**config.mk**
```make
export PLATFORM = sky130hd
export DESIGN_NAME = mapc_top
export DESIGN_NICKNAME = d
export VERILOG_FILES = /design/src/hw/mapc_pkg.sv /design/src/hw/mapc_key_map.sv /design/src/hw/mapc_protect.sv /design/src/hw/mapc_top.sv
export SDC_FILE = /design/constraint.sdc
export NUM_CORES = 1
export LEC_CHECK = 0
export BUFFER_PORTS_ARGS = -buffer_cell sky130_fd_sc_hd__buf_2
export CAP_MARGIN = 15
export CORE_UTILIZATION = 30
export DETAILED_ROUTE_END_ITERATION = 16
export SLEW_MARGIN = 15
export SYNTH_ARGS = -nofsm -noshare
export SYNTH_HDL_FRONTEND = slang
export SYNTH_HIERARCHICAL = 1
export SYNTH_SLANG_ARGS = --single-unit
```
**constraint.sdc**
```tcl
create_clock -name clk -period 1.9 [get_ports clk]
set_clock_uncertainty 0.1 [all_clocks]
set_input_delay 0 -clock clk [delete_from_list [all_inputs] [get_ports clk]]
set_output_delay 0 -clock clk [all_outputs]
set_load 0.01 [all_outputs]
```
**src/hw/mapc_pkg.sv**
```systemverilog
// Purpose: shared constants and carriers for the memory address path control
// Assumes: single processor clock, microinstruction strobes from the sequencer
// Notes: widths follow the processor word and map input
package mapc_pkg;
  localparam int ADDR_W = 15;
  localparam int KEY_W = 4;
  localparam int MAP_W = 19;
  localparam int WORD_W = 16;
  localparam int KEY_LSB = 12;
  localparam int KEY_MSB = 15;
  localparam int MAP_KEY_LSB = 15;
  localparam int SHIFT_IND_BIT = 2;
  localparam int VEC_W = 9;
  localparam logic [3:0] STD_INT_LOW = 4'h7;
  localparam logic [KEY_W-1:0] KEY_RESET = 4'h0;
  localparam int MIN_READ_STEPS = 2;

  typedef struct packed {
    logic start_read;
    logic start_write;
    logic wait_done;
    logic key_load;
    logic key_to_bus_b;
    logic mir_as_addr;
  } mapc_micro_t;

  typedef struct packed {
    logic [KEY_W-1:0] key;
    logic [ADDR_W:0] addr;
  } mapc_map_t;

  function automatic logic [MAP_W-1:0] mapc_form(input logic [KEY_W-1:0] key,
                                                 input logic [ADDR_W:0] addr,
                                                 input logic full64);
    logic [MAP_W-1:0] m;
    m = {key, addr[ADDR_W-1:0]};
    m[MAP_KEY_LSB] = key[0] | (full64 & addr[ADDR_W]);
    return m;
  endfunction : mapc_form
endpackage : mapc_pkg

```
**src/hw/mapc_key_map.sv**
```systemverilog
// Purpose: key register and 19-bit map input formation
// Assumes: dma_cycle is from the same clock
// Notes: bus b read during dma shows the io key
`timescale 1ns/1ps
`default_nettype none
module mapc_key_map (
  input wire logic clk,
  input wire logic rst_n,
  input wire logic key_load,
  input wire logic [mapc_pkg::WORD_W-1:0] alu_out,
  input wire logic dma_cycle,
  input wire logic [mapc_pkg::KEY_W-1:0] io_key,
  input wire logic full64,
  input wire logic [mapc_pkg::ADDR_W:0] mem_addr,
  output logic [mapc_pkg::KEY_W-1:0] key_value,
  output logic [mapc_pkg::KEY_W-1:0] status_key,
  output logic [mapc_pkg::MAP_W-1:0] map_in
);
  import mapc_pkg::*;
  logic [KEY_W-1:0] key_reg;
  logic [KEY_W-1:0] key_next;
  wire [KEY_W-1:0] eff_key;

  // RULE1 key load path
  assign key_next = key_load ? alu_out[KEY_MSB:KEY_LSB] : key_reg;
  always_ff @(posedge clk) begin
    if (!rst_n) key_reg <= KEY_RESET;
    else key_reg <= key_next;
  end
  // RULE5 io key substitution
  assign eff_key = dma_cycle ? io_key : key_reg;
  // RULE2 key on bus b
  assign status_key = eff_key;
  // RULE3 RULE4 map input forming
  assign map_in = mapc_form(eff_key, mem_addr, full64);
  assign key_value = key_reg;
endmodule : mapc_key_map
`default_nettype wire

```
**src/hw/mapc_protect.sv**
```systemverilog
// Purpose: write inhibit and interrupt generation under memory protection
// Assumes: violation decision comes from the protection option
// Notes: protection enable changes only by io instruction strobes
`timescale 1ns/1ps
`default_nettype none
module mapc_protect (
  input wire logic clk,
  input wire logic rst_n,
  input wire logic io_prot_on,
  input wire logic io_prot_off,
  input wire logic write_req,
  input wire logic prot_reject,
  output logic prot_enabled,
  output logic write_ok,
  output logic prot_int,
  output logic io_int_req
);
  import mapc_pkg::*;
  logic en_reg;
  logic en_next;
  logic viol_reg;
  logic int_reg;
  wire viol;

  // RULE9 enable owned by io instructions only
  assign en_next = io_prot_on ? 1'b1 : (io_prot_off ? 1'b0 : en_reg);
  // RULE7 suppress rejected writes
  assign viol = en_reg & write_req & prot_reject;
  assign write_ok = write_req & ~viol;
  always_ff @(posedge clk) begin
    if (!rst_n) begin
      en_reg <= 1'b0;
      viol_reg <= 1'b0;
      int_reg <= 1'b0;
    end else begin
      en_reg <= en_next;
      viol_reg <= viol;
      int_reg <= viol & ~viol_reg;
    end
  end
  // RULE8 both interrupts on violation
  // violation stands for the whole write cycle, so only its first cycle interrupts
  assign prot_int = int_reg;
  assign io_int_req = int_reg;
  assign prot_enabled = en_reg;
endmodule : mapc_protect
`default_nettype wire

```
**src/hw/mapc_top.sv**
```systemverilog
// Purpose: processor memory address path control top
// Assumes: memory control answers with accept and done pulses
// Notes: protection, key and instruction buffer patch live here
// Behaviour
// RULE1: key register loads from alu 12-15
// RULE2: key readable on bus b status
// RULE3: key forms map bits 15-18
// RULE4: full 64k mode ors address bit 15
// RULE5: dma cycles use io key
// RULE6: microcode avoids dma during status read
// RULE7: protected rejected writes are suppressed
// RULE8: violation raises internal and io interrupt
// RULE9: protection off only via io instructions
// RULE10: compare pc with address, flag match
// RULE11: matching store overwrites instruction buffer
// RULE12: patch when non-memory step follows store
// RULE13: patch also on back-to-back memory steps
// RULE14: microcode follows stores with non-memory step
// RULE15: shift bit 2 forces sign test zero
// RULE16: direct memory register address uses new data
// RULE17: microcode avoids alu-routed register address
// RULE18: interrupt vector is field plus 0111; code appends io_int_low instead when io_int_std is low
// RULE19: dma transfers leave memory register alone
// RULE20: read data no earlier than second step
// RULE21: stall until new cycle accepted
// RULE22: microcode waits for done before use
`timescale 1ns/1ps
`default_nettype none
module mapc_top (
  input wire logic clk,
  input wire logic rst_n,
  input wire mapc_pkg::mapc_micro_t micro,
  input wire logic step,
  input wire logic [mapc_pkg::WORD_W-1:0] alu_out,
  input wire logic [mapc_pkg::WORD_W-1:0] store_data,
  input wire logic [mapc_pkg::ADDR_W:0] mem_addr_src,
  input wire logic [mapc_pkg::ADDR_W:0] pc,
  input wire logic full64,
  input wire logic dma_cycle,
  input wire logic [mapc_pkg::KEY_W-1:0] io_key,
  input wire logic io_prot_on,
  input wire logic io_prot_off,
  input wire logic prot_reject,
  input wire logic mem_accept,
  input wire logic mem_done,
  input wire logic [mapc_pkg::WORD_W-1:0] mem_rdata,
  input wire logic ibuf_load,
  input wire logic [mapc_pkg::WORD_W-1:0] ibuf_fetch,
  input wire logic [3:0] shift_count,
  input wire logic int_take,
  input wire logic [4:0] interrupt_page_field,
  input wire logic [3:0] io_int_low,
  input wire logic io_int_std,
  output logic [mapc_pkg::MAP_W-1:0] map_in,
  output logic [mapc_pkg::KEY_W-1:0] status_key,
  output logic mem_write,
  output logic mem_start,
  output logic stall,
  output logic address_match_flag,
  output logic [mapc_pkg::WORD_W-1:0] ibuf,
  output logic [mapc_pkg::WORD_W-1:0] memory_input_reg,
  output logic input_sign_test,
  output logic [mapc_pkg::VEC_W-1:0] int_vector,
  output logic int_branch,
  output logic prot_int,
  output logic io_int_req
);
  import mapc_pkg::*;

  typedef enum logic [2:0] {
    ST_IDLE = 3'b001,
    ST_READ = 3'b010,
    ST_WRITE = 3'b100
  } mapc_state_t;

  mapc_state_t state_reg;
  mapc_state_t state_next;
  logic [WORD_W-1:0] ibuf_reg;
  logic [WORD_W-1:0] ibuf_next;
  logic [WORD_W-1:0] mir_reg;
  logic [WORD_W-1:0] mir_next;
  logic [WORD_W-1:0] store_reg;
  logic [ADDR_W:0] addr_reg;
  logic [1:0] steps_reg;
  logic [1:0] steps_next;
  logic match_reg;
  logic [VEC_W-1:0] vec_reg;
  logic branch_reg;
  logic [KEY_W-1:0] key_value;
  logic write_ok;
  logic prot_enabled;

  wire busy;
  wire new_req;
  wire read_arrive;
  wire [ADDR_W:0] cur_addr;
  wire [ADDR_W:0] next_addr;
  wire store_patch;
  wire [3:0] vec_low;

  assign busy = (state_reg != ST_IDLE);
  assign new_req = micro.start_read | micro.start_write;
  // RULE21 interlock on back-to-back request
  assign stall = (busy & new_req & ~mem_accept) | (busy & micro.wait_done & ~mem_done);
  assign mem_start = new_req & (~busy | mem_accept);
  // RULE20 data no earlier than second step
  assign read_arrive = (state_reg == ST_READ) & mem_done & (steps_reg >= 2'(MIN_READ_STEPS));
  // RULE16 direct mir address takes fresh data
  assign next_addr = micro.mir_as_addr ?
                     (read_arrive ? mem_rdata[ADDR_W:0] : mir_reg[ADDR_W:0]) : mem_addr_src;
  assign cur_addr = busy ? addr_reg : next_addr;

  // RULE10 continuous pc comparison
  assign address_match_flag = (pc[ADDR_W-1:0] == cur_addr[ADDR_W-1:0]);
  // RULE11 RULE12 RULE13 patch on matching store
  assign store_patch = (state_reg == ST_WRITE) & match_reg & write_ok & mem_done;

  always_comb begin
    state_next = state_reg;
    steps_next = steps_reg;
    if (step && steps_reg != 2'h3) steps_next = steps_reg + 2'h1;
    case (state_reg)
      ST_IDLE: begin
        if (micro.start_read) state_next = ST_READ;
        else if (micro.start_write) state_next = ST_WRITE;
        if (new_req) steps_next = 2'h0;
      end
      ST_READ, ST_WRITE: begin
        if (mem_done && !(state_reg == ST_READ && steps_reg < 2'(MIN_READ_STEPS))) begin
          state_next = ST_IDLE;
          if (mem_start) begin
            state_next = micro.start_read ? ST_READ : ST_WRITE;
            steps_next = 2'h0;
          end
        end
      end
      default: state_next = ST_IDLE;
    endcase
  end

  // RULE19 only processor reads load mir
  assign mir_next = (read_arrive && !dma_cycle) ? mem_rdata : mir_reg;
  assign ibuf_next = store_patch ? store_reg : (ibuf_load ? ibuf_fetch : ibuf_reg);

  always_ff @(posedge clk) begin
    if (!rst_n) begin
      state_reg <= ST_IDLE;
      steps_reg <= 2'h0;
      mir_reg <= 16'h0000;
      ibuf_reg <= 16'h0000;
      store_reg <= 16'h0000;
      addr_reg <= 16'h0000;
      match_reg <= 1'b0;
    end else begin
      state_reg <= state_next;
      steps_reg <= steps_next;
      mir_reg <= mir_next;
      ibuf_reg <= ibuf_next;
      if (mem_start) begin
        addr_reg <= next_addr;
        store_reg <= store_data;
        match_reg <= address_match_flag;
      end
    end
  end

  // RULE18 interrupt vector forming
  assign vec_low = io_int_std ? STD_INT_LOW : io_int_low;
  always_ff @(posedge clk) begin
    if (!rst_n) begin
      vec_reg <= 9'h000;
      branch_reg <= 1'b0;
    end else begin
      branch_reg <= int_take;
      if (int_take) vec_reg <= {interrupt_page_field, vec_low};
    end
  end

  // RULE15 indirection limit on sign test
  assign input_sign_test = mir_reg[WORD_W-1] & ~shift_count[SHIFT_IND_BIT];

  mapc_key_map u_key (
    .clk(clk),
    .rst_n(rst_n),
    .key_load(micro.key_load),
    .alu_out(alu_out),
    .dma_cycle(dma_cycle),
    .io_key(io_key),
    .full64(full64),
    .mem_addr(cur_addr),
    .key_value(key_value),
    .status_key(status_key),
    .map_in(map_in)
  );

  mapc_protect u_prot (
    .clk(clk),
    .rst_n(rst_n),
    .io_prot_on(io_prot_on),
    .io_prot_off(io_prot_off),
    .write_req(state_reg == ST_WRITE),
    .prot_reject(prot_reject),
    .prot_enabled(prot_enabled),
    .write_ok(write_ok),
    .prot_int(prot_int),
    .io_int_req(io_int_req)
  );

  assign mem_write = write_ok;
  assign ibuf = ibuf_reg;
  assign memory_input_reg = mir_reg;
  assign int_vector = vec_reg;
  assign int_branch = branch_reg;
endmodule : mapc_top
`default_nettype wire

```
==> run summary, run 1 <==
Bufs on Longest Clock Path - 2
global route overflow - 0
clk root buf - clkbuf_16
Total Wirelength - 15.59 mm
Synth-to-Final Area Change - 63.93%
final hold slack - 0.02874 ns
power per cell area - 798.2 nW/um^2
leakage power - 3.674 nW
Post-Place Worst Slack - -0.08923 ns
number of synthesized flops with an enable pin - 0
DRT antenna net count - 0
Period minus WS final - 2.288 ns
initial antenna violation count - 0
Final Net Count - 981
CTS buffer count - 9
top fanout value on the critical path - 6
post-synthesis cell type count - 54
vias per cell - 4.614
worst-skew pair later-pin latency - 0.35 ns
Synth async-reset ratio - 0%
# Max-Cap Violations - 0
Critical Path Start Type - register
GR peak layer - met2
Max Clk Rate - 437.1 MHz
Req. time, crit path - 1.80 ns
gpl congestion - 0.8130
Post-Syn Area - 4762 um^2
placed inst area - 6035 um^2
Ports - 204
H-tree depth - 3
min-delay worst type - in2reg
Die W - 128.0 um
M3 GR Usage - 3.881%
fin. max-slew vios - 0
flops & latches, synth - 87
largest net degree at the start of global routing - 44
Final Instance Area - 7806 um^2
Mapped Nets - 692
Tcrit/Tclk final - 120.4%
Hold Vio Cnt, Final - 0
met2 track demand over resource - 31.07%
Chip Height - 128.0 um
All-Layer GR Usage - 18.75%
initial core utilization - 30.98%
Post-Syn Instances - 558
Critical Path AT - 2.19 ns
Max rail drop VDD - 499.1 uV
area taken by multi-input logic gates - 2980 um^2
failing checks - negative setup slack
vias in the first global route - 4683
M1 GR Usage - 23.91%
number of remaining DRC errors - 0
cell row count - 45
register area - 1754 um^2
clk slew on worst S/H paths - 0.07 ns
first-pass GRT wire length - 23.77 mm
yosys warns - 6
most frequent cells in the layout - 183 x buf_2, 95 x dlygate4sd3_1, 94 x nand2_1
Worst Tran Pin Value - 0.4862 ns
Setup crit end kind - primary output
Pre-antenna DRT Iters - 4
fraction of layout cells with a size suffix above 1 - 38.26%
die area - 16380 um^2
core area - 15370 um^2
Relative slew margins - 67.59%
most common cell after layout, fill and taps aside - buf_2
Crit Path Category - reg2out
fin worst setup slack - -0.3876 ns
CTS tree - built
DR WL/cell - 14.65 um
PortBufs - 186
CTS Sinks - 87
endpoints failing setup - 19
via count - 4909
ys flop type - dfxtp_1
final core utilization - 50.79%
Mean Syn Cell Area - 8.534 um^2
status - finished, violations left
post-synthesis sequential area ratio - 36.57%
dpl hpwl - 10.43 mm
fillers - 1446
RSZ-0062 raised after global routing - true
Starting DRT DRC Count - 171
-- path summary, 6_finish.rpt --
path                   endpoint  slack (ns)       startpoint  cells past startpoint
max          address_match_flag       -0.39     state_reg[1]                      7
min                 addr_reg[6]        0.03  mem_addr_src[6]                      5
max reg2reg           match_reg       -0.14     state_reg[1]                      7
min reg2reg   u_prot/io_int_req        0.33  u_prot/viol_reg                      1
-- Yosys cell counts, drive strengths merged (17+ instances only) --
library cell  count  area share [%]
nor2             31             2.5
buf              28             4.3
o21ai            18             1.9
dfxtp            87              37
o211a            17             3.6
a211oi           21             3.3
a21boi           34             5.4
mux2i            54              11
nand2            97             7.6
nor2b            29             4.0
clkbuf           31             2.5
a21oi            18             1.9
-- cell type report --
type                            count  area share, %
Tap cell                          211          3.382
Timing Repair Buffer              336          31.59
Multi-Input combinational cell    403          38.18
Clock inverter                      7         0.9457
Antenna cell                        1        0.03206
Sequential cell                    87          22.47
Clock buffer                        9          2.885
Inverter                           10         0.5129
-- stage by stage --
stage / instances / power [mW] / TNS (ns)
after floorplan: 558 / 3.232 / 0
after global routing: 1063 / 6.572 / -3.815
final: 1064 / 6.231 / -1.847
after CTS: 1053 / 5.987 / -1.931
after detailed placement: 935 / 3.846 / -0.1675
after global placement: 935 / 3.842 / -0.03214
-- timing repair --
action	CTS	global route
pin swaps	27	12
hold buffers	95	0
gates cloned	0	1
buffers inserted	7	10
endpoints found under the hold margin	81	0
endpoints found under the setup margin	18	51
gates resized for setup	44	61
-- cell families (layout without fill, tap and decap cells) --
logic type	count (synthesis)	in the layout	synth area share (%)
compound gates	137	137	20.91
xor+xnor	19	19	3.494
flops	87	87	36.57
mux	61	61	13.08
simple gates	183	184	17.89
fa+ha+maj	2	2	0.5254
other cells	0	1	0
buf+inv	69	362	7.514
-- critical path, stage by stage (launching register included) --
cell and delay, ns:
dfxtp_4 0.37, nor3b_4 0.30, mux2_4 0.36, xnor2_2 0.14
a221oi_2 0.18, nand4b_1 0.17, nor2_2 0.15, buf_2 0.15
-- layer usage --
metal	routed length (um)	part of all wire [%]	vias up
met5	0	0	-
met4	320	2.1	0
met3	602	3.9	22
met2	7486	48	132
met1	7182	46	2257
li1	-	-	2498
-- power breakdown --
group	switching (mW)	internal (mW)	total [mW]	leakage, nW
Combinational	1.14	1.20	2.33	2.81
Sequential	0.104	1.98	2.08	0.716
Clock	0.884	0.932	1.82	0.147
Total	2.12	4.11	6.23	3.67
(Power assumes the default switching activity.)
==> run 2: changes to the inputs <==
RECOVER_POWER = 100   (was unset)
==> run 2 against run 1 <==
The run still ends with negative setup slack left; maximum frequency about the same; routed wire length unchanged; non-clock buffer count unchanged; cell area down 0.95%; largest cell class unchanged; largest power group unchanged.
==> run summary, run 2 (synthesized netlist as in run 1, its figures left out) <==
status - finished, violations left
failing checks - negative setup slack
All-Layer GR Usage - 18.75%
DRT antenna net count - 0
endpoints failing setup - 22
most common cell after layout, fill and taps aside - buf_2
Bufs on Longest Clock Path - 2
met1 wire length - 7.222 mm
worst-skew pair later-pin latency - 0.35 ns
Max rail drop VDD - 503.5 uV
RSZ-0062 raised after global routing - true
Final Instance Area - 7732 um^2
clk slew on worst S/H paths - 0.07 ns
# Max-Cap Violations - 0
Setup TNS - -2.454 ns
Pre-antenna DRT Iters - 4
placed inst area - 6035 um^2
Tcrit/Tclk final - 120.4%
Chip Height - 128.0 um
CTS buffer count - 9
H-tree depth - 3
most frequent cells in the layout - 131 x buf_2, 95 x dlygate4sd3_1, 94 x nand2_1
die area - 16380 um^2
min-delay worst type - in2reg
Worst Tran Pin Value - 0.7475 ns
Die W - 128.0 um
initial core utilization - 30.98%
clk root buf - clkbuf_16
first-pass GRT wire length - 23.77 mm
Crit Path Category - reg2out
fin. max-slew vios - 0
WL met2 - 7.427 mm
Top Metal Used - met4
CP peak stage delay - 0.37 ns
Total Wirelength - 15.59 mm
Hold Vio Cnt, Final - 0
final core utilization - 50.31%
Ports - 204
Starting DRT DRC Count - 167
fin worst setup slack - -0.3876 ns
number of remaining DRC errors - 0
vias in the first global route - 4683
CP cell instances - nor3b_4, mux2_4, xnor2_2, a221oi_2, nand4b_1, nor2_2, buf_2
initial antenna violation count - 0
CTS tree - built
Max Clk Rate - 437.1 MHz
PortBufs - 186
Setup crit end kind - primary output
slowest library cell on the worst path - dfxtp_4
Critical Path AT - 2.19 ns
CP top delay family - simple AND/OR/NAND/NOR gates
worst path buffer plus inverter count - 1
vias per cell - 4.608
leakage power - 3.465 nW
CTS Sinks - 87
routed wl met3 - 622 um
global route overflow - 0
power per cell area - 804.4 nW/um^2
largest net degree at the start of global routing - 44
Critical Path Start Type - register
dpl hpwl - 10.43 mm
DR WL/cell - 14.65 um
Synth-to-Final Area Change - 62.38%
Period minus WS final - 2.288 ns
Req. time, crit path - 1.80 ns
core area - 15370 um^2
top fanout value on the critical path - 6
fraction of layout cells with a size suffix above 1 - 32.04%
cell row count - 45
Final Net Count - 981
via count - 4903
gpl congestion - 0.8130
Relative slew margins - 50.16%
==> run 2: path summary, 6_finish.rpt <==
| check | end | slack [ns] | from | cells after the start |
|---|---|---|---|---|
| max reg2reg | match_reg | -0.14 | state_reg[1] | 7 |
| max | address_match_flag | -0.39 | state_reg[1] | 7 |
| min reg2reg | u_prot/io_int_req | 0.33 | u_prot/viol_reg | 1 |
| min | addr_reg[6] | 0.03 | mem_addr_src[6] | 5 |
==> run 2: power breakdown <==
part / internal (mW) / switching [mW] / total, mW
clock network: 0.932 / 0.891 / 1.82
logic: 1.18 / 1.14 / 2.32
registers: 1.98 / 0.105 / 2.08
==> run 2: layout make-up <==
class | count | area, um^2
clock buffer | 9 | 225.2
multi-input combinational | 403 | 2980
antenna | 1 | 2.502
sequential | 87 | 1754
clock inverter | 7 | 73.82
tap | 211 | 264.0
fill | 1484 | 7639
inverter | 10 | 40.04
timing repair buffer | 336 | 2392
==> run 2: per-stage QoR <==
| stage | power, mW | worst slack [ns] | hold slack, ns | cells |
|---|---|---|---|---|
| 2_1_floorplan | 3.232 | 0.02051 | -0.05359 | 558 |
| 3_3_place_gp | 3.842 | -0.03214 | 0.1153 | 935 |
| 3_5_place_dp | 3.846 | -0.08923 | 0.1122 | 935 |
| 4_1_cts | 5.987 | -0.3938 | 0.01544 | 1053 |
| 5_1_grt | 6.554 | -0.4670 | 0.03958 | 1063 |
| 6_report | 6.220 | -0.3876 | 0.02863 | 1064 |
==> run 2: metal layers <==
layer	vias to the layer above	global-route usage, %
met5	-	0
li1	2499	-
met3	21	3.881
met4	0	7.059
met1	2246	23.91
met2	137	31.07
==> run 2: worst register-to-register path: cells and delay by family, from the launching register on <==
| kind | cells | cell delay, ns |
|---|---|---|
| and+or+nand+nor | 2 | 0.48 |
| DFF | 1 | 0.37 |
| muxes | 1 | 0.36 |
| AOI/OAI and AO/OA | 2 | 0.33 |
| buffers and inverters | 1 | 0.18 |
| xor gates and xnor gates | 1 | 0.14 |
==> run 2: timing repair <==
item,4_1_cts,5_1_grt
gates cloned,0,1
hold buffers,95,0
endpoints found under the setup margin,18,51
resized for setup,44,61
endpoints found under the hold margin,81,0
setup buffers,7,10
pin swaps,27,12
==> run 3: changes to the inputs <==
CORE_UTILIZATION = 35   (was 30)
==> run 3 against run 2 <==
Combinational power barely moved; setup slack improved by 0.056 ns; cell count fell by 4.6%; critical path type unchanged; maximum frequency rose by 2.5%; via count rose by 1.7%; routed wire length fell by 0.19%; count of clock-buffer cells in the layout rose by 2; register-to-register slack barely moved; critical endpoint unchanged; flip-flop and latch count did not move; clock power rose by 4%; the run still ends with negative setup slack left.
==> run summary, run 3 (synthesized netlist as in run 1, its figures left out) <==
fin cells - 1015
power per cell area - 837.8 nW/um^2
endpoints failing setup - 24
initial antenna violation count - 1
vias per cell - 4.911
post-placement cell count - 898
Chip Height - 118.6 um
CTS buffer count - 9
clock share of power - 30.1%
Final Net Count - 968
fin worst setup slack - -0.3317 ns
Sw Ratio - 32.45%
leakage power - 3.440 nW
M3 GR Usage - 5.647%
PortBufs - 186
clk root buf - clkbuf_16
M1 GR Usage - 24.08%
top fanout value on the critical path - 4
All-Layer GR Usage - 21.25%
CP cell instances - nor3b_4, buf_4, mux2_4, o22ai_2, a2111oi_4, nand4b_1, nor2_1, buf_2
combinational share of power - 36.9%
Post-Place Worst Slack - -0.1169 ns
# Max-Cap Violations - 0
Synth-to-Final Area Change - 58.17%
core area - 13240 um^2
most frequent cells in the layout - 131 x buf_2, 95 x nand2_1, 85 x dlygate4sd3_1
Total Wirelength - 15.56 mm
die area - 14080 um^2
fin. max-slew vios - 0
n_diodes - 0
clk slew on worst S/H paths - 0.07 ns
Critical Path Start Type - register
Hold Vio Cnt, Final - 0
met2 track demand over resource - 38.23%
Ports - 204
dpl hpwl - 10.49 mm
gpl congestion - 0.9259
CTS tree - built
Net Sw Power - 2.048 mW
vias in the first global route - 4942
most common cell after layout, fill and taps aside - buf_2
Final Instance Area - 7532 um^2
global route overflow - 0
via count - 4985
Crit Path Category - reg2out
DRT antenna net count - 0
placed inst area - 5963 um^2
status - finished, violations left
cell row count - 42
Critical Path AT - 2.13 ns
Pre-antenna DRT Iters - 4
Die W - 118.6 um
CP peak stage delay - 0.37 ns
min-delay worst type - in2reg
Tcrit/Tclk final - 117.5%
initial core utilization - 35.96%
Relative slew margins - 54.81%
slowest library cell on the worst path - dfxtp_4
first-pass GRT wire length - 23.75 mm
Bufs on Longest Clock Path - 2
Req. time, crit path - 1.80 ns
failing checks - negative setup slack
DR WL/cell - 15.33 um
Max Clk Rate - 448.1 MHz
H-tree depth - 3
Setup crit end kind - primary output
Seq pwr share - 33.0%
Max rail drop VDD - 431.2 uV
fraction of layout cells with a size suffix above 1 - 30.75%
Worst Tran Pin Value - 0.6778 ns
Starting DRT DRC Count - 197
RSZ-0062 raised after global routing - true
largest net degree at the start of global routing - 33
Internal - 4.263 mW
GR peak layer - met2
CTS Sinks - 87
Setup TNS - -1.163 ns
worst-skew pair later-pin latency - 0.35 ns
final core utilization - 56.88%
number of remaining DRC errors - 0
Period minus WS final - 2.232 ns
==> run 3: cell types whose count changed in the layout (fill, tap and decap cells not counted), moves of 4 or more <==
| cell | change |
|---|---|
| a21boi_0 | -15 |
| a21boi_1 | +14 |
| dlygate4sd3_1 | -10 |
| mux2i_1 | +7 |
| mux2i_2 | -5 |
| o21ai_1 | +4 |
==> run 3: area by class of cell <==
| cell class | instances | area [um^2] |
|---|---|---|
| well taps | 176 | 220.2 |
| clock inverters | 5 | 63.81 |
| inverters | 10 | 43.79 |
| repair buffers | 324 | 2283 |
| flip-flops and latches | 87 | 1754 |
| clock buffers | 11 | 252.7 |
| fillers | 1202 | 5710 |
| multi-input cells | 402 | 2914 |
==> run 3: power by group through the flow <==
stage               combinational [mW]  sequential [mW]  clock (mW)
floorplan                         1.13             2.10           0
global placement                  1.67             2.10           0
detailed placement                1.71             2.11           0
CTS                               2.01             2.08        1.94
global route                      2.50             2.11        2.03
finish                            2.33             2.09        1.90
==> run 3: routing by layer <==
metal | routed length, um | share of wire (%) | up-vias
met5 | 0 | 0 | -
met4 | 242 | 1.6 | 0
met3 | 938 | 6.0 | 19
met2 | 7885 | 51 | 151
met1 | 6494 | 42 | 2338
li1 | - | - | 2477
==> run 3: timing repair <==
item | in CTS | in global routing
resized for setup | 33 | 77
setup buffers | 8 | 10
gates cloned | 0 | 1
hold buffers | 86 | 0
pin swaps | 7 | 14
setup endpoints to repair | 34 | 59
endpoints found under the hold margin | 76 | 0
==> run 3: final timing paths <==
path,from,end,slack [ns],depth (start not counted)
worst max register to register,state_reg[2],match_reg,-0.15,8
worst max-delay path,state_reg[2],address_match_flag,-0.33,8
worst min-delay path,mem_addr_src[3],addr_reg[3],0.01,4
worst min register to register,u_prot/viol_reg,u_prot/io_int_req,0.35,1
==> run 3: critical path, delay by kind of cell (launching register included) <==
kind / cells / cell delay, ns
multiplexers: 1 / 0.16
AND/OR/NAND/NOR: 3 / 0.56
buffers and inverters: 2 / 0.32
flip-flops: 1 / 0.37
AO/OA/AOI/OAI: 2 / 0.36
==> run 3: through the flow <==
stage / power (mW) / hold WS, ns
5_1_grt: 6.633 / 0.01978
3_5_place_dp: 3.822 / 0.1182
2_1_floorplan: 3.232 / -0.05359
3_3_place_gp: 3.774 / 0.1166
6_report: 6.311 / 0.01281
4_1_cts: 6.023 / 0.002148
